### src/hdl/radio_cmd_defs.vh
`ifndef RADIO_CMD_DEFS_VH
`define RADIO_CMD_DEFS_VH
// ==========================================
// Command prefixes
`define SETUP_PREFIX      3'h4
`define TUNING_PREFIX     4'ha
`define WAKEUP_PREFIX     3'h7
`define LEVEL_PREFIX      4'hb
`define STATUS_CMD        8'hcc
`define POWER_CMD         8'hc0
`define THRESHOLD_CMD     8'hc2
`define SLEEP_CMD         8'hc4
`define SEND_CMD          8'hc6
`define RATE_CMD          8'hc8
`define KEYS_CMD          8'hca
// ==========================================
// Power-on values
`define SETUP_RST         16'h8080
`define LEVEL_RST         8'hb0
`define TUNING_RST        16'ha7d0
`define RATE_RST          16'hc800
`define KEYS_RST          16'hca00
`define SLEEP_RST         16'hc400
`define WAKEUP_RST        16'he000
`define THRESHOLD_RST     16'hc200
`define POWER_RST         16'hc000
// ==========================================
// Field positions
`define BAND_HI           12
`define BAND_LO           11
`define CLKDIV_HI         10
`define CLKDIV_LO         8
`define TRIM_HI           7
`define TRIM_LO           4
`define POLARITY_BIT      3
`define DEV_HI            2
`define DEV_LO            0
`define OOK_BIT           3
`define PWR_HI            2
`define PWR_LO            0
`define PA_EN_BIT         3
`define TX0_BIT           6
`define HOSTCLK_EN_BIT    0
// ==========================================
// Value scaling
`define TRIM_BASE_HALFPF  6'h11
`define DEV_STEP_KHZ      8'h1e
`define PWR_STEP_DB       5'h03
`define DEV_UNUSED        3'h7
`define TUNING_MIN        12'h060
`define TUNING_MAX        12'hf3f
`define STATUS_BITS       5'h10
// Host clock periods in 100 ns cycles of the 10 MHz clock
`define HCLK_DIV0         4'ha
`define HCLK_DIV1         4'h8
`define HCLK_DIV2         4'h6
`define HCLK_DIV3         4'h5
`define HCLK_DIV4         4'h4
`define HCLK_DIV5         4'h3
`define HCLK_DIV6         4'h2
`define HCLK_DIV7         4'h1
`endif

### src/hdl/pin_sync.v
`timescale 1ns/10ps
// ==========================================
// Two-stage synchroniser, one per pin
module pin_sync #(
  parameter WIDTH = 5
) (
  input  wire             sys_clk,
  input  wire             sys_rst,
  input  wire [WIDTH-1:0] pin_in,
  input  wire [WIDTH-1:0] rst_val,
  output wire [WIDTH-1:0] pin_out
);
  genvar i;
  generate
    for (i = 0; i < WIDTH; i = i + 1) begin : g_bit
      reg meta;
      reg stable;
      // First stage feeds only the second
      // Stored relative to the idle level, so a cleared stage reads as idle
      always @(posedge sys_clk) begin
        if (sys_rst) begin
          meta   <= 1'b0;
          stable <= 1'b0;
        end else begin
          meta   <= pin_in[i] ^ rst_val[i];
          stable <= meta;
        end
      end
      assign pin_out[i] = stable ^ rst_val[i];
    end
  endgenerate
endmodule // pin_sync

### src/hdl/host_clock_div.v
`timescale 1ns/10ps
`include "radio_cmd_defs.vh"
// ==========================================
// Host clock rate enable
module host_clock_div (
  input  wire       sys_clk,
  input  wire       sys_rst,
  input  wire       enable,
  input  wire [2:0] rate_code,
  output reg        tick
);
  reg [3:0] period;
  reg [3:0] count;

  always @* begin
    case (rate_code)
      3'h0:    period = `HCLK_DIV0;
      3'h1:    period = `HCLK_DIV1;
      3'h2:    period = `HCLK_DIV2;
      3'h3:    period = `HCLK_DIV3;
      3'h4:    period = `HCLK_DIV4;
      3'h5:    period = `HCLK_DIV5;
      3'h6:    period = `HCLK_DIV6;
      default: period = `HCLK_DIV7;
    endcase
  end

  // One pulse per host clock period; a new code applies at once to the period already counting
  always @(posedge sys_clk) begin
    if (sys_rst || !enable) begin
      count <= 4'h0;
      tick  <= 1'b0;
    end else if (count >= period - 4'h1) begin
      count <= 4'h0;
      tick  <= 1'b1;
    end else begin
      count <= count + 4'h1;
      tick  <= 1'b0;
    end
  end
endmodule // host_clock_div

### src/hdl/command_registers.v
`timescale 1ns/10ps
`include "radio_cmd_defs.vh"
module command_registers (
  input  wire        sys_clk,
  input  wire        sys_rst,
  input  wire        select_n,
  input  wire        serial_clock,
  input  wire        serial_data,
  input  wire        modulation_pin,
  input  wire        key_n,
  input  wire        supply_low,
  output reg         interrupt_request_n,
  output reg  [15:0] radio_setup,
  output reg  [7:0]  amplifier_level,
  output reg  [15:0] channel_tuning,
  output reg  [15:0] symbol_rate,
  output reg  [15:0] key_inputs,
  output reg  [15:0] sleep_clock_command,
  output reg  [15:0] periodic_wakeup,
  output reg  [15:0] supply_threshold,
  output reg  [15:0] power_control,
  output reg         transmit_start,
  output reg  [9:0]  band_mhz,
  output reg         host_clock_tick,
  output reg  [5:0]  crystal_trim_halfpf,
  output reg  [7:0]  deviation_khz,
  output reg  [4:0]  attenuation_db,
  output reg         channel_high,
  output reg         amplifier_on
);
  // ==========================================
  // Pin synchronisers
  wire [4:0] synced;
  wire       sel_n_s;
  wire       sck_s;
  wire       sdi_s;
  wire       mod_s;
  wire       key_n_s;
  wire       low_s;

  pin_sync #(
    .WIDTH (5)
  ) u_sync (
    .sys_clk (sys_clk),
    .sys_rst (sys_rst),
    .pin_in  ({select_n, serial_clock, serial_data, modulation_pin, key_n}),
    .rst_val (5'h11),
    .pin_out (synced)
  );

  // Select and key idle high; the sync stage leaves reset at that level, so no false edge
  assign sel_n_s = synced[4];
  assign sck_s   = synced[3];
  assign sdi_s   = synced[2];
  assign mod_s   = synced[1];
  assign key_n_s = synced[0];

  reg low_meta;
  reg low_q;
  always @(posedge sys_clk) begin
    if (sys_rst) begin
      low_meta <= 1'b0;
      low_q    <= 1'b0;
    end else begin
      low_meta <= supply_low;
      low_q    <= low_meta;
    end
  end
  assign low_s = low_q;

  // ==========================================
  // Edge detection on synchronised levels
  reg sck_d;
  reg key_d;
  reg low_d;
  always @(posedge sys_clk) begin
    if (sys_rst) begin
      sck_d <= 1'b0;
      key_d <= 1'b1;
      low_d <= 1'b0;
    end else begin
      sck_d <= sck_s;
      key_d <= key_n_s;
      low_d <= low_s;
    end
  end

  wire active   = ~sel_n_s;
  wire sck_rise = active & sck_s & ~sck_d;
  wire sck_fall = active & ~sck_s & sck_d;
  wire key_ev   = key_d & ~key_n_s;
  wire low_ev   = low_s & ~low_d;

  // ==========================================
  // Command shifter, MSB first
  reg  [14:0] shift;
  reg  [3:0]  bit_cnt;
  reg         status_mode;
  wire [15:0] word = {shift, sdi_s};
  wire        byte_done = sck_rise & (bit_cnt == 4'h7) & ~status_mode;
  wire        word_done = sck_rise & (bit_cnt == 4'hf) & ~status_mode;
  wire        is_status = byte_done & (word[7:0] == `STATUS_CMD);
  wire        is_level  = byte_done & (word[7:4] == `LEVEL_PREFIX);

  always @(posedge sys_clk) begin
    if (sys_rst || !active) begin
      shift   <= 15'h0000;
      bit_cnt <= 4'h0;
    end else if (sck_rise) begin
      shift <= word[14:0];
      if (is_status || is_level) begin
        bit_cnt <= 4'h0;
      end else begin
        bit_cnt <= bit_cnt + 4'h1;
      end
    end
  end

  // ==========================================
  // Register writes
  always @(posedge sys_clk) begin
    if (sys_rst) begin
      radio_setup         <= `SETUP_RST;
      amplifier_level     <= `LEVEL_RST;
      channel_tuning      <= `TUNING_RST;
      symbol_rate         <= `RATE_RST;
      key_inputs          <= `KEYS_RST;
      sleep_clock_command <= `SLEEP_RST;
      periodic_wakeup     <= `WAKEUP_RST;
      supply_threshold    <= `THRESHOLD_RST;
      power_control       <= `POWER_RST;
      transmit_start      <= 1'b0;
    end else begin
      transmit_start <= 1'b0;
      if (is_level) begin
        amplifier_level <= word[7:0];
      end
      if (word_done) begin
        if (word[15:13] == `SETUP_PREFIX) begin
          radio_setup <= word;
        end else if (word[15:12] == `TUNING_PREFIX) begin
          // Out-of-range channel words keep the previous setting
          if (word[11:0] >= `TUNING_MIN && word[11:0] <= `TUNING_MAX) begin
            channel_tuning <= word;
          end
        end else if (word[15:13] == `WAKEUP_PREFIX) begin
          periodic_wakeup <= word;
        end else begin
          case (word[15:8])
            `POWER_CMD:     power_control       <= word;
            `THRESHOLD_CMD: supply_threshold    <= word;
            `SLEEP_CMD:     sleep_clock_command <= word;
            `RATE_CMD:      symbol_rate         <= word;
            `KEYS_CMD:      key_inputs          <= word;
            `SEND_CMD:      transmit_start      <= 1'b1;
            default:        transmit_start      <= 1'b0;
          endcase
        end
      end
    end
  end

  // ==========================================
  // Interrupt sources
  reg  por_flag;
  reg  low_flag;
  reg  key_flag;
  wire any_pending = por_flag | low_flag | key_flag;
  // Retire the source currently reported, highest priority first
  wire clr_por = is_status & por_flag;
  wire clr_low = is_status & ~por_flag & low_flag;
  wire clr_key = is_status & ~por_flag & ~low_flag & key_flag;

  // A new event in the retire cycle survives: set beats clear
  always @(posedge sys_clk) begin
    if (sys_rst) begin
      por_flag <= 1'b1;
      low_flag <= 1'b0;
      key_flag <= 1'b0;
    end else begin
      por_flag <= por_flag & ~clr_por;
      low_flag <= (low_flag & ~clr_low) | low_ev;
      key_flag <= (key_flag & ~clr_key) | key_ev;
    end
  end

  // ==========================================
  // Status readout on the interrupt pin
  reg [15:0] status_shift;
  always @(posedge sys_clk) begin
    if (sys_rst || !active) begin
      status_mode  <= 1'b0;
      status_shift <= 16'h0000;
    end else if (is_status) begin
      status_mode  <= 1'b1;
      status_shift <= {por_flag, any_pending, low_flag, key_flag, 12'h000};
    end else if (status_mode && sck_fall) begin
      status_shift <= {status_shift[14:0], 1'b0};
    end
  end

  // Pin is low while any source waits; in readout it carries data
  always @(posedge sys_clk) begin
    if (sys_rst) begin
      interrupt_request_n <= 1'b1;
    end else if (is_status) begin
      interrupt_request_n <= por_flag;
    end else if (status_mode) begin
      if (sck_fall) begin
        interrupt_request_n <= status_shift[14];
      end
    end else begin
      interrupt_request_n <= ~any_pending;
    end
  end

  // ==========================================
  // Field decode
  wire [1:0] band_code = radio_setup[`BAND_HI:`BAND_LO];
  wire [3:0] trim_code = radio_setup[`TRIM_HI:`TRIM_LO];
  wire [2:0] dev_code  = radio_setup[`DEV_HI:`DEV_LO];
  wire [2:0] pwr_code  = amplifier_level[`PWR_HI:`PWR_LO];
  wire       ook_mode  = amplifier_level[`OOK_BIT];
  wire       pa_enable = power_control[`PA_EN_BIT] | power_control[`TX0_BIT];
  wire [7:0] dev_mult  = {5'h00, dev_code} + 8'h01;
  wire [15:0] dev_prod = dev_mult * `DEV_STEP_KHZ;
  wire [9:0]  pwr_prod = {7'h00, pwr_code} * `PWR_STEP_DB;

  always @(posedge sys_clk) begin
    if (sys_rst) begin
      band_mhz            <= 10'h000;
      crystal_trim_halfpf <= 6'h00;
      deviation_khz       <= 8'h00;
      attenuation_db      <= 5'h00;
      channel_high        <= 1'b0;
      amplifier_on        <= 1'b0;
    end else begin
      case (band_code)
        2'h0:    band_mhz <= 10'h13b;
        2'h1:    band_mhz <= 10'h1b1;
        2'h2:    band_mhz <= 10'h364;
        default: band_mhz <= 10'h394;
      endcase
      // Six bits, since the top trim code reaches 32 half-picofarads
      crystal_trim_halfpf <= `TRIM_BASE_HALFPF + {2'b00, trim_code};
      // The unused code reports no deviation rather than a guess
      if (dev_code == `DEV_UNUSED) begin
        deviation_khz <= 8'h00;
      end else begin
        deviation_khz <= dev_prod[7:0];
      end
      attenuation_db <= pwr_prod[4:0];
      channel_high   <= mod_s ^ radio_setup[`POLARITY_BIT];
      if (ook_mode) begin
        amplifier_on <= pa_enable & mod_s;
      end else begin
        amplifier_on <= pa_enable;
      end
    end
  end

  // ==========================================
  // Host clock output
  wire hclk_tick;
  host_clock_div u_hclk (
    .sys_clk   (sys_clk),
    .sys_rst   (sys_rst),
    .enable    (power_control[`HOSTCLK_EN_BIT]),
    .rate_code (radio_setup[`CLKDIV_HI:`CLKDIV_LO]),
    .tick      (hclk_tick)
  );

  always @(posedge sys_clk) begin
    if (sys_rst) begin
      host_clock_tick <= 1'b0;
    end else begin
      host_clock_tick <= hclk_tick;
    end
  end
endmodule // command_registers

### config.mk
export PLATFORM = sky130hd
export DESIGN_NAME = command_registers
export DESIGN_NICKNAME = d
export VERILOG_FILES = /design/src/hdl/pin_sync.v /design/src/hdl/host_clock_div.v /design/src/hdl/command_registers.v
export VERILOG_INCLUDE_DIRS = /design/src /design/src/hdl
export SDC_FILE = /design/constraint.sdc
export NUM_CORES = 1
export LEC_CHECK = 0
export BUFFER_PORTS_ARGS = -buffer_cell sky130_fd_sc_hd__buf_2
export CORE_UTILIZATION = 57
export CTS_CLUSTER_SIZE = 30
export DETAILED_ROUTE_END_ITERATION = 10
export PLACE_DENSITY = 0.84
export SYNTH_ARGS = -nofsm -noshare
export SYNTH_HDL_FRONTEND = slang
export SYNTH_SLANG_ARGS = --single-unit
### constraint.sdc
create_clock -name sys_clk -period 8.09 [get_ports sys_clk]
set_input_delay 1.618 -clock sys_clk [delete_from_list [all_inputs] [get_ports sys_clk]]
set_output_delay 1.618 -clock sys_clk [all_outputs]
set_load 0.02 [all_outputs]
==> impl_results.md <==
- Commonest cells after routing, fill and taps aside: dfxtp_1 (213), buf_2 (175), nand2_1 (124)
- Yosys reg bits: 213
- Area post-placement: 0.00866 mm²
- Grt ovf: 0
- CP max stage cell: fa_1
- Iter 0 DRT Violations: 390
- Root Driver: clkbuf_16
- Synth-to-layout area growth: 20.9%
- Fin Setup TNS: 0 ns
- Synth Area in Simple Gates: 21.2%
- H-tree levels: 1
- CTS Buffer Depth: 3
- XOR/XNOR Fraction of Synth Area: 1.58%
- Crit Path Max Fanout: 7
- Achievable frequency: 0.325 GHz
- Pin count of the biggest net entering global routing: 98
- Syn_area_per_cell: 10.1 µm²
- Commonest non-fill, non-tap cell in the layout: dfxtp_1
- Antenna viol nets, final: 0
- Worst Tran Pin Value: 1.01 ns
- Mux cell area share after synthesis: 9.42%
- Largest family of logic cells by synthesized area: simple AND/OR/NAND/NOR gates
- Status: finished, final reports clean
- ANT cells: 0
- Syn nets: 804
- Ports: 178
- Pwr Total: 0.00211 W
- Fin nets: 957
- Final Slew Violations: 0
- Via density per instance: 5.34
- Post-synthesis compound-gate area fraction: 4.25%
- Register area share after synthesis: 54.9%
- Kind of end point of the critical path: flip-flop
- Post-Syn Instances: 770
- Full die area: 0.0141 mm²
- Reg clk slew, reported paths: 0.06 ns
- Cell repeated most along the worst path: inv_1
- Relative slew slack: 32.1%
- CP bufs+invs: 3
- Pwr Density: 224 mW/mm²
- Ordered list of cells on the worst path: inv_1, ha_1, xor2_1, ha_1, inv_1, fa_1, inv_1, fa_1, a21o_1, a21oi_1, xnor2_1, nor3_1
- Core Area: 0.0132 mm²
- Final Cell Area: 0.00939 mm²
- Worst-Skew Late Latency: 0.49 ns
- Final setup viols: 0
- Clock sink total: 213
- Register area: 0.00426 mm²
- Final WL: 17700 µm
- CTS Hold Bufs: 0
- Vias in the first global route: 5603
- Yosys warns: 0
- First-pass iteration count of the detailed router: 4
- First-pass GRT wire length: 28400 µm
- RSZ-0062 raised after global routing: false
- Setup Buffers After CTS: 0
- Max cap viols: 0
- Crit Path Category: reg2reg
- Share of layout cells above drive strength 1: 24.3%
- GR Util All Layers: 25.0%
- Required time of the critical path: 8.43 ns
- Crit start category: flip-flop
- Rows: 42
- Synth Area in Adders: 4.67%
- Synth unique cells: 50
- Worst path top cell family by delay: adder cells
- DPL Wire Length: 11800 µm
- Cts bufs inserted: 21
- Tcrit/Tclk final: 38.1%
- LEAKAGE: 4.35 nW
- Minimum clock period: 3.08 ns
- DRC violations left: 0
- Crit path largest cell delay: 0.47 ns
- Initial Utilization: 58.6%
- Via count: 5931
- VDD IR max: 0.000179 V
- Final Hold Fails: 0
- Gpl congestion: 0.843
- Initial antenna violation count: 0
- Buffers added on ports: 176
- Cts repair resizes: 0
- WL per Instance: 15.9 µm
- CP arrival: 3.42 ns
- CTS tree: done
- Mapped Area: 0.00777 mm²
- Final core occ: 70.9%
- Clk_skew: 0.00960 ns
- Die Ht: 119 µm
- Multi-input gate area: 0.00320 mm²
- Hold crit path type: reg2reg
- Filler cells: 1021
- Chip Width: 119 µm
-- cell families (layout without fill, tap and decap cells) --
family / count (synthesis) / in the layout
other: 1 / 1
AO/OA/AOI/OAI: 57 / 57
XOR/XNOR: 14 / 14
AND/OR/NAND/NOR: 318 / 318
flip-flops: 213 / 213
adder cells (fa/ha/maj): 26 / 26
buffers and inverters: 68 / 233
multiplexers: 73 / 73
-- final cells by class --
cell class                 instances  area share [%]
multi-input combinational        489            34.0
sequential                       213            45.4
inverter                          18           0.720
clock inverter                     3           0.959
tap                              176            2.35
timing repair buffer             180            9.73
clock buffer                      32            6.78
-- final timing paths --
kind	startpoint	endpoint	slack (ns)	cells after the start
setup / recovery	radio_setup[0]	deviation_khz[7]	5.01	12
hold / removal	u_sync.g_bit[0].stable	key_d	0.39	1
setup reg to reg	radio_setup[0]	deviation_khz[7]	5.01	12
hold reg to reg	u_sync.g_bit[0].stable	key_d	0.39	1
-- cells in the mapped netlist (all sizes together) --
| master | n | area, µm² |
|---|---|---|
| dfxtp | 213 | 4260 |
| nand2 | 124 | 465 |
| mux2i | 72 | 721 |
| nor2 | 47 | 176 |
| a21oi | 40 | 200 |
| clkbuf | 34 | 128 |
| or3 | 25 | 156 |
| nor2b | 24 | 150 |
| ha | 21 | 263 |
| and3 | 18 | 113 |
| inv | 18 | 67.6 |
| buf | 16 | 110 |
| nor3 | 14 | 75.1 |
| nor3b | 13 | 123 |
| and2 | 10 | 63.8 |
| nand3 | 10 | 50.1 |
| nand2b | 8 | 52.6 |
| xnor2 | 7 | 61.3 |
| xor2 | 7 | 61.3 |
| o21ai | 6 | 30.0 |
| fa | 5 | 100 |
| nand4 | 5 | 31.3 |
| and3b | 3 | 26.3 |
| and4b | 3 | 33.8 |
| nand3b | 3 | 22.5 |
| nor4bb | 3 | 30.0 |
| or2 | 3 | 18.8 |
| a211oi | 2 | 15.0 |
| a21o | 2 | 15.0 |
| nand4b | 2 | 17.5 |
| nor4 | 2 | 27.5 |
| o31ai | 2 | 15.0 |
| a311o | 1 | 10.0 |
| a31oi | 1 | 6.26 |
| and4bb | 1 | 12.5 |
| conb | 1 | 3.75 |
| mux2 | 1 | 11.3 |
| o2111a | 1 | 11.3 |
| o211ai | 1 | 21.3 |
| o22ai | 1 | 6.26 |
-- report_power, final --
group,internal (W),switching (W)
logic,0.00000877,0.0000253
clock network,0.000634,0.000379
registers,0.00106,0.00000345
-- per-stage QoR --
stage                     hold WS (ns)  cells  setup slack [ns]
after floorplan                  0.358    770              5.10
after global placement           0.377   1076              4.88
after detailed placement         0.387   1076              4.87
after CTS                        0.399   1111              5.01
after global routing             0.421   1111              4.81
final                            0.395   1111              5.01
-- routing by layer --
metal | GRT usage, % | vias to the layer above | part of all wire (%)
met2 | 40.4 | 196 | 47
met1 | 33.2 | 2809 | 44
met4 | 11.6 | 0 | 3.4
li1 | - | 2878 | -
met5 | 0 | - | 0
met3 | 3.72 | 48 | 5.6
-- flip-flops by register name, indices dropped and copies added, names as in the netlist, 3 cells and up --
register             flops
channel_tuning          16
key_inputs              16
periodic_wakeup         16
power_control           16
radio_setup             16
sleep_clock_command     16
supply_threshold        16
symbol_rate             16
shift                   15
amplifier_level          8
band_mhz                 8
deviation_khz            7
crystal_trim_halfpf      6
attenuation_db           5
u_sync.g_bit.meta        5
u_sync.g_bit.stable      5
bit_cnt                  4
u_hclk.count             4
status_shift             3
-- worst register-to-register path: cells and delay by family, from the launching register on --
kind                       cells  cell delay, ns
and+or+nand+nor                1            0.06
buffers and inverters          3            0.21
adders and majority gates      4            1.56
DFF                            1            0.45
xor gates and xnor gates       2            0.32
AOI/OAI and AO/OA              2            0.34
No activity file was read; power rests on OpenSTA's default activity.
